`config.mk`:
```
export PLATFORM = sky130hd
export DESIGN_NAME = tim_irq_masks
export DESIGN_NICKNAME = d
export VERILOG_FILES = /design/src/tim_pkg.sv /design/src/tim_bom_filter.sv /design/src/tim_irq_masks.sv
export VERILOG_INCLUDE_DIRS = /design/src
export SDC_FILE = /design/constraint.sdc
export NUM_CORES = 1
export LEC_CHECK = 0
export BUFFER_PORTS_ARGS = -buffer_cell sky130_fd_sc_hd__clkbuf_2
export CAP_MARGIN = 20
export CORE_ASPECT_RATIO = 0.75
export CORE_MARGIN = 3
export CORE_UTILIZATION = 40
export DETAILED_ROUTE_END_ITERATION = 6
export SLEW_MARGIN = 20
export SYNTH_ARGS = -nofsm -noshare
export SYNTH_HDL_FRONTEND = slang
export SYNTH_SLANG_ARGS = --single-unit
```
`constraint.sdc`:
```
create_clock -name clk_sys -period 9.3 [get_ports clk_sys]
set_input_delay 1.86 -clock clk_sys [delete_from_list [all_inputs] [get_ports clk_sys]]
set_output_delay 1.86 -clock clk_sys [all_outputs]
set_load 0.05 [all_outputs]
```
`src/tim_cfg.svh`:
```
// Register offsets, field positions and timing counts for the interrupt masks
`ifndef TIM_CFG_SVH
`define TIM_CFG_SVH
`define TIM_ADDR_MASK1 5'h1c
`define TIM_ADDR_MASK2 5'h1d
`define TIM_ADDR_MASK3 5'h1e
`define TIM_ADDR_RESET_CTRL 5'h1a
`define TIM_BIT_SUSPEND 6
`define TIM_BIT_ACK 5
`define TIM_MASK_RESET 8'h00
`define TIM_MASK3_USED 8'h1f
`define TIM_MASK1_USED 8'hfe
`define TIM_LOOP_TIME_MS 48
`define TIM_CLK_MHZ 125
`define TIM_LOOP_CYCLES (`TIM_LOOP_TIME_MS * 1000 * `TIM_CLK_MHZ)
`define TIM_BOM_WINDOW 10
`define TIM_BOM_ACCEPT 8
`define TIM_PD_MAX_N 23
`endif

```
`src/tim_pkg.sv`:
```
// Types shared by the interrupt mask files
package tim_pkg;
  typedef logic [7:0] tim_byte_t;
  typedef enum logic [2:0] {
    TIM_LC_IDLE = 3'b001,
    TIM_LC_TIMING = 3'b010,
    TIM_LC_DONE = 3'b100
  } tim_lc_state_t;
endpackage : tim_pkg

```
`src/tim_bom_filter.sv`:
```
// Bit-oriented message acceptance filter, 8 of the last 10 positions
`timescale 1ns/1ps
`default_nettype none
`include "tim_cfg.svh"
module tim_bom_filter
  import tim_pkg::*;
#(
  parameter int WIN = `TIM_BOM_WINDOW,
  parameter int ACC = `TIM_BOM_ACCEPT
)
(
  input wire logic clk_sys,
  input wire logic srst,
  input wire logic msg_valid,
  input wire logic [5:0] msg_code,
  output logic new_msg
);
  initial
  begin
    if (ACC > WIN || ACC < 1 || WIN > 16)
      $error("tim_bom_filter: bad window parameters");
  end

  logic [5:0] hist_q [WIN];
  logic [5:0] accepted_q;
  logic have_q;
  logic new_q;
  logic [4:0] match_cnt;
  logic [5:0] newest;

  // Count recent positions equal to the newest code
  always_comb
  begin
    match_cnt = 5'h00;
    newest = msg_code;
    for (int i = 0; i < WIN - 1; i++)
      if (hist_q[i] == newest)
        match_cnt = match_cnt + 5'h01;
    match_cnt = match_cnt + 5'h01;
  end

  // History shift and acceptance of a differing message
  always_ff @(posedge clk_sys)
  begin
    new_q <= 1'b0;
    if (srst)
    begin
      for (int i = 0; i < WIN; i++)
        hist_q[i] <= 6'h00;
      accepted_q <= 6'h00;
      have_q <= 1'b0;
    end
    else if (msg_valid)
    begin
      hist_q[0] <= msg_code;
      for (int i = 1; i < WIN; i++)
        hist_q[i] <= hist_q[i-1];
      if (match_cnt >= 5'(ACC) && (!have_q || msg_code != accepted_q))
      begin
        accepted_q <= msg_code;
        have_q <= 1'b1;
        new_q <= 1'b1;
      end
    end
  end
  assign new_msg = new_q;
endmodule : tim_bom_filter
`default_nettype wire

```
`src/tim_irq_masks.sv`:
```
// T1 event interrupt masking with pending flags and open-drain interrupt
`timescale 1ns/1ps
`default_nettype none
`include "tim_cfg.svh"
// Functional notes
// - Mask one enables, zero suppresses source
// - Framing bit error only in terminal sync
// - Interrupt on each local check error
// - Interrupt on received remote alarm
// - Interrupt on alignment change after reframe
// - Bipolar violation, excluding substitution code
// - Test sequence bit error interrupt
// - Pulse density or zeros violation interrupt
// - Six error counters wrap interrupt
// - Test sequence multiframe counter overflow
// - Multiframe sync loss counter wraps
// - Loop code held 48 ms interrupts
// - One second status rising edge
// - Five second status rising edge
// - New differing bit message interrupt
// - Message accepted at 8 of 10
// - Signaling change, optionally debounced
// - Acknowledge clears status, releases, self-clears
// - Suspend releases output, ignores sources
module tim_irq_masks
  import tim_pkg::*;
#(
  parameter int LOOP_CYCLES = `TIM_LOOP_CYCLES,
  parameter int CNT_W = 8
)
(
  input wire logic clk_sys,
  input wire logic srst,
  // Parallel register port, same clock
  input wire logic [4:0] reg_addr,
  input wire logic reg_wr,
  input wire logic reg_rd,
  input wire logic [7:0] reg_wdata,
  output logic [7:0] reg_rdata,
  // Line event pulses from the receive detectors
  input wire logic frame_bit_err,
  input wire logic term_frame_sync,
  input wire logic check_err,
  input wire logic remote_alarm,
  input wire logic align_change,
  input wire logic bipolar_viol,
  input wire logic bipolar_subst,
  input wire logic test_seq_err,
  input wire logic zeros_excess,
  input wire logic [4:0] density_n,
  input wire logic density_one,
  input wire logic density_bit,
  // Counter increment strobes, counters kept here for wrap sensing
  input wire logic [5:0] err_cnt_inc,
  input wire logic test_seq_mf_inc,
  input wire logic mf_sync_loss_inc,
  input wire logic cnt_clear,
  // Timer, loop code, message and signaling inputs
  input wire logic loop_code_seen,
  input wire logic one_second_tick,
  input wire logic five_second_tick,
  input wire logic msg_valid,
  input wire logic [5:0] msg_code,
  input wire logic signaling_change,
  input wire logic signaling_change_db,
  input wire logic signaling_debounce_en,
  // Interrupt pin, open drain, active low
  output logic irq_n_o,
  output logic irq_n_oe
);
  initial
  begin
    if (CNT_W < 2 || LOOP_CYCLES < 1)
      $error("tim_irq_masks: bad parameters");
  end

  tim_byte_t mask1_q, mask2_q, mask3_q;
  logic irq_suspend_q, irq_acknowledge_q;
  tim_byte_t pend1_q, pend2_q, pend3_q;
  tim_byte_t ev1, ev2, ev3;
  logic [CNT_W-1:0] cnt_q [8];
  logic [7:0] cnt_inc, cnt_wrap;
  logic one_sec_q, five_sec_q;
  logic one_sec_rise, five_sec_rise;
  tim_lc_state_t lc_q;
  logic [31:0] lc_cnt_q;
  logic loop_fire;
  logic bom_new;
  logic [4:0] dens_ones_q;
  logic [7:0] dens_bits_q;
  logic dens_viol;
  logic wr_m1, wr_m2, wr_m3, wr_rc;
  logic pending;

  // Write decode
  assign wr_m1 = reg_wr && reg_addr == `TIM_ADDR_MASK1;
  assign wr_m2 = reg_wr && reg_addr == `TIM_ADDR_MASK2;
  assign wr_m3 = reg_wr && reg_addr == `TIM_ADDR_MASK3;
  assign wr_rc = reg_wr && reg_addr == `TIM_ADDR_RESET_CTRL;

  // Mask registers and control bits
  always_ff @(posedge clk_sys)
  begin
    if (srst)
    begin
      mask1_q <= `TIM_MASK_RESET;
      mask2_q <= `TIM_MASK_RESET;
      mask3_q <= `TIM_MASK_RESET;
      irq_suspend_q <= 1'b0;
      irq_acknowledge_q <= 1'b0;
    end
    else
    begin
      if (wr_m1)
        mask1_q <= reg_wdata & `TIM_MASK1_USED;
      if (wr_m2)
        mask2_q <= reg_wdata;
      if (wr_m3)
        mask3_q <= reg_wdata & `TIM_MASK3_USED;
      // Acknowledge is a one-cycle strobe
      irq_acknowledge_q <= wr_rc && reg_wdata[`TIM_BIT_ACK];
      if (wr_rc)
        irq_suspend_q <= reg_wdata[`TIM_BIT_SUSPEND];
    end
  end

  // Readback; the acknowledge bit always reads as zero
  always_comb
  begin
    case (reg_addr)
      `TIM_ADDR_MASK1: reg_rdata = mask1_q;
      `TIM_ADDR_MASK2: reg_rdata = mask2_q;
      `TIM_ADDR_MASK3: reg_rdata = mask3_q;
      `TIM_ADDR_RESET_CTRL:
        reg_rdata = {1'b0, irq_suspend_q, 6'h00};
      default: reg_rdata = 8'h00;
    endcase
    if (!reg_rd)
      reg_rdata = 8'h00;
  end

  // Error and multiframe counters, wrap sensed on FFH to 00H
  assign cnt_inc = {err_cnt_inc, test_seq_mf_inc, mf_sync_loss_inc};
  always_ff @(posedge clk_sys)
  begin
    for (int i = 0; i < 8; i++)
      if (srst || cnt_clear)
        cnt_q[i] <= '0;
      else if (cnt_inc[i])
        cnt_q[i] <= cnt_q[i] + 1'b1;
  end
  always_comb
  begin
    for (int i = 0; i < 8; i++)
      cnt_wrap[i] = cnt_inc[i] && !cnt_clear && (&cnt_q[i]);
  end

  // Pulse density: fewer than N ones in 8(N+1) bits
  always_ff @(posedge clk_sys)
  begin
    if (srst || dens_viol || (density_bit && dens_bits_q ==
        8'(({3'h0, density_n} + 8'h01) << 3) - 8'h01))
    begin
      dens_ones_q <= 5'h00;
      dens_bits_q <= 8'h00;
    end
    else if (density_bit)
    begin
      dens_bits_q <= dens_bits_q + 8'h01;
      // Saturate: a long window holds more ones than five bits can count
      if (density_one && dens_ones_q != 5'h1f)
        dens_ones_q <= dens_ones_q + 5'h01;
    end
  end
  // Window end reached with too few ones; N of 0 or above 23 disables
  assign dens_viol = density_bit && density_n != 5'h00 &&
    density_n <= 5'(`TIM_PD_MAX_N) &&
    dens_bits_q == 8'(({3'h0, density_n} + 8'h01) << 3) - 8'h01 &&
    ({1'b0, dens_ones_q} + {5'h00, density_one}) < {1'b0, density_n};

  // Timer rising edges
  always_ff @(posedge clk_sys)
  begin
    if (srst)
    begin
      one_sec_q <= 1'b0;
      five_sec_q <= 1'b0;
    end
    else
    begin
      one_sec_q <= one_second_tick;
      five_sec_q <= five_second_tick;
    end
  end
  assign one_sec_rise = one_second_tick && !one_sec_q;
  assign five_sec_rise = five_second_tick && !five_sec_q;

  // Loop code persistence timer, fires once per continuous detection
  always_ff @(posedge clk_sys)
  begin
    if (srst)
    begin
      lc_q <= TIM_LC_IDLE;
      lc_cnt_q <= 32'h0;
    end
    else
    begin
      case (lc_q)
        TIM_LC_IDLE:
        begin
          lc_cnt_q <= 32'h1;
          if (loop_code_seen)
            lc_q <= TIM_LC_TIMING;
        end
        TIM_LC_TIMING:
        begin
          if (!loop_code_seen)
            lc_q <= TIM_LC_IDLE;
          else if (lc_cnt_q >= 32'(LOOP_CYCLES) - 32'h1)
            lc_q <= TIM_LC_DONE;
          else
            lc_cnt_q <= lc_cnt_q + 32'h1;
        end
        TIM_LC_DONE:
          if (!loop_code_seen)
            lc_q <= TIM_LC_IDLE;
        default: lc_q <= TIM_LC_IDLE;
      endcase
    end
  end
  assign loop_fire = lc_q == TIM_LC_TIMING && loop_code_seen &&
    lc_cnt_q >= 32'(LOOP_CYCLES) - 32'h1;

  // Message acceptance filter
  tim_bom_filter u_bom (
    .clk_sys(clk_sys),
    .srst(srst),
    .msg_valid(msg_valid),
    .msg_code(msg_code),
    .new_msg(bom_new)
  );

  // Raw events in mask bit order
  assign ev1 = {frame_bit_err && term_frame_sync,
                check_err,
                remote_alarm,
                align_change,
                bipolar_viol && !bipolar_subst,
                test_seq_err,
                zeros_excess || dens_viol,
                1'b0};
  assign ev2 = cnt_wrap;
  assign ev3 = {3'h0, loop_fire, one_sec_rise, five_sec_rise, bom_new,
                signaling_debounce_en ? signaling_change_db
                                      : signaling_change};

  // Pending flags: masked and suspended events ignored; a new event wins
  // over acknowledge so nothing arriving in that cycle is lost
  always_ff @(posedge clk_sys)
  begin
    if (srst)
    begin
      pend1_q <= 8'h00;
      pend2_q <= 8'h00;
      pend3_q <= 8'h00;
    end
    else if (irq_suspend_q)
    begin
      pend1_q <= irq_acknowledge_q ? 8'h00 : pend1_q;
      pend2_q <= irq_acknowledge_q ? 8'h00 : pend2_q;
      pend3_q <= irq_acknowledge_q ? 8'h00 : pend3_q;
    end
    else
    begin
      pend1_q <= (irq_acknowledge_q ? 8'h00 : pend1_q) | (ev1 & mask1_q);
      pend2_q <= (irq_acknowledge_q ? 8'h00 : pend2_q) | (ev2 & mask2_q);
      pend3_q <= (irq_acknowledge_q ? 8'h00 : pend3_q) | (ev3 & mask3_q);
    end
  end

  // Open drain: drive low only when pending and not suspended
  assign pending = |{pend1_q, pend2_q, pend3_q};
  assign irq_n_o = 1'b0;
  assign irq_n_oe = pending && !irq_suspend_q;
endmodule : tim_irq_masks
`default_nettype wire

```
==> results.yml <==
critical_path:
  crit_slowest_cell: "xnor3_1"
  reg2regPathDepth: 26
  cp.arrival_ns: 7.74
  worst_path_most_repeated_cell: "ha_1"
  critPathCaptureType: "flip-flop"
  cp_slowest_stage_delay_ns: 0.38
  start_kind: "primary input"
  crit_required_ns: 9.70
  worst-path-max-fanout: 12
  worstSetupPathType: "in2reg"
routing:
  wl_per_cell_um: 15.8
  drt_iter0_drc: 646
  firstDrtPassIters: 5
  antenna_left: 0
  wirelength_um: 25100
  drc: 0
  via_per_inst: 5.20
  route.vias.total: 8273
timing:
  setup_violations: 0
  final.period_utilization_pct: 79.0
  fin_setup_tns_ns: 0
  hold_violations: 0
  clock-skew-final_ns: 0.0108
  worst_slew_pin_slew_ns: 0.861
  relSlewSlack_pct: 42.4
  max_freq_mhz: 136
  rsz0062_at_grt: "no"
  fin_crit_ns: 7.34
  maxSlewViolCount: 0
  setup_slack_ns: 1.96
min_path:
  min_path_type: "reg2reg"
  holdPathStages: 2
global_route:
  grt_pass1_wl_um: 40100
  antenna_found_initial: 2
  grt_max_degree: 67
  grt-ovfl-total: 0
  grt_pass1_vias: 7412
  grt.total_usage_pct: 15.7
pwr:
  intPower_mw: 1.67
  vdd_drop_max_v: 0.0000963
  p_sw_mw: 0.503
  clockPowerShare_pct: 43.3
  power_density_nw_per_um2: 169
  comb_power_share_pct: 7.2
  p_leak_nw: 4.83
  pwr-share-seq_pct: 49.5
  sw_frac_of_total_pct: 23.1
yosys:
  syn_area_sq_um: 11400
  ys_seq_elements: 218
  synth_top_flop_cell: "edfxtp_1"
  postSynthCellCount: 1139
  async_flop_share_pct: 0
  syn_avg_cell_area_sq_um: 10.1
  synth-edff-count: 118
  syn-num-nets: 1221
  ys_types: 76
  yosysWarnings: 0
  seq_area_frac_synth_pct: 48.4
floorplanning:
  io_pins: 65
  dieArea_sq_um: 30700
  initial_core_util_pct: 41.5
  die_y_um: 153
  fp-row-count: 52
  die_w_um: 201
  core_area_sq_um: 27600
status:
  outcome: "finished clean"
placed_design:
  dpl_worst_slack_ns: 1.51
  place_congestion: 0.857
  hpwl_um: 18000
  io_buffers: 63
  placed_area_sq_um: 12100
clock_network:
  path_clk_slew_ns: 0.06
  postCtsSetupRepairBufs: 0
  clock_latency_ns: 0.52
  cts_made_buffers: 23
  cts-htree-levels: 1
  hold_buffers: 0
  clockBufferDepth: 3
  root_buffer: "clkbuf_16"
  cts_tree: "done"
  cts_resized: 0
  cts.sinks: 218
final_layout:
  drive_above_1_share_pct: 11.0
  num_antenna_cells: 0
  nets: 1277
  fin_util_pct: 46.8
  design_area_sq_um: 12900
  syn_to_final_growth_pct: 12.8
flow_run:
  drv_cap: 0
-- logic make-up (layout without fill, tap and decap cells) --
family / count (synthesis) / count (layout) / synth area share [%]
AND/OR/NAND/NOR: 497 / 497 / 22.2
flip-flops: 218 / 218 / 48.4
XOR/XNOR: 155 / 155 / 12.2
AO/OA/AOI/OAI: 138 / 138 / 8.36
buffers and inverters: 65 / 138 / 2.33
multiplexers: 37 / 37 / 3.41
adder cells (fa/ha/maj): 28 / 28 / 3.04
other: 1 / 1 / 0.0328
-- worst max-delay path, delay by kind of cell --
| kind | cells | cell delay [ns] |
|---|---|---|
| simple gates | 8 | 1.65 |
| fa+ha+maj | 5 | 1.43 |
| buf+inv | 4 | 0.54 |
| xor+xnor | 3 | 0.78 |
| mux | 2 | 0.63 |
| compound gates | 5 | 0.84 |
-- flip-flops by register name, indices dropped and copies added, names as in the netlist --
register and cells:
cnt_q 64, u_bom.hist_q 54, lc_cnt_q 32, dens_bits_q 8, mask2_q 8, pend2_q 8
mask1_q 7, pend1_q 7, u_bom.accepted_q 6, dens_ones_q 5, mask3_q 5, pend3_q 5
lc_q 3, five_sec_q 1, irq_acknowledge_q 1, irq_suspend_q 1, one_sec_q 1, u_bom.have_q 1
u_bom.new_msg 1
-- cell usage after synthesis, drive strengths merged (14+ instances only) --
cell type / n / area, sq um
xnor2: 69 / 604
mux2i: 30 / 304
inv: 28 / 108
nand2: 70 / 265
nor4: 14 / 118
clkbuf: 24 / 90.1
and2: 56 / 350
nor3: 24 / 130
nor2: 162 / 613
ha: 27 / 338
edfxtp: 118 / 3540
o21ai: 26 / 130
dfxtp: 100 / 2000
and3: 30 / 188
nand3: 53 / 265
nand4: 29 / 181
or3: 22 / 138
xor2: 84 / 743
a21oi: 48 / 240
-- placed cells by master, fill, tap and decap left out, types with 8 or more instances in the layout --
master     Yosys  layout
a21oi_1       48      48
a31oi_1        8       8
a32oi_1        8       8
and2_1        55      55
and3_1        30      30
clkbuf_16      0      26
clkbuf_2       0      63
dfxtp_1      100     100
edfxtp_1     118     118
ha_1          27      27
inv_1         25      25
mux2i_1       29      29
nand2_1       69      69
nand3_1       53      53
nand4_1       29      29
nor2_1       160     160
nor3_1        22      22
nor4_1        12      12
o21ai_0       24      23
or3_1         22      22
xnor2_1       69      69
xor2_1        83      83
-- power groups by stage --
stage	Sequential, mW	Combinational, mW	Clock, mW
after global placement	1.10	0.155	0
final	1.08	0.157	0.943
after detailed placement	1.10	0.156	0
after global routing	1.08	0.173	1.01
after floorplan	1.09	0.113	0
after CTS	1.08	0.157	0.970
-- worst paths after layout --
path | from | end | slack, ns
worst max-delay path | msg_code[5] | u_bom.accepted_q[2] | 1.96
worst min-delay path | lc_cnt_q[31] | lc_cnt_q[31] | 0.43
worst max register to register | u_bom.hist_q[0][9] | u_bom.accepted_q[2] | 3.17
worst min register to register | lc_cnt_q[31] | lc_cnt_q[31] | 0.43
-- through the flow --
stage | power (mW) | hold WS [ns] | std cells
after floorplan | 1.20 | 0.408 | 1139
after global placement | 1.25 | 0.422 | 1548
after detailed placement | 1.25 | 0.422 | 1548
after CTS | 2.20 | 0.433 | 1590
after global routing | 2.27 | 0.466 | 1590
final | 2.18 | 0.429 | 1590
-- per-layer routing --
| metal | vias up | global-route usage (%) | routed length [um] |
|---|---|---|---|
| met4 | 4 | 2.59 | 308 |
| met1 | 3870 | 26.0 | 13500 |
| met5 | - | 0 | 34 |
| li1 | 4190 | - | - |
| met3 | 28 | 3.50 | 1490 |
| met2 | 181 | 20.8 | 9750 |
-- area by class of cell --
cell class                 count  area [sq um]
clock inverter                 6          72.6
fill                        2600         14700
timing repair buffer          68           353
inverter                      28           108
clock buffer                  36           718
sequential                   218          5550
multi-input combinational    856          5650
tap                          378           473
Note: power is estimated with default switching activity, not from simulation.
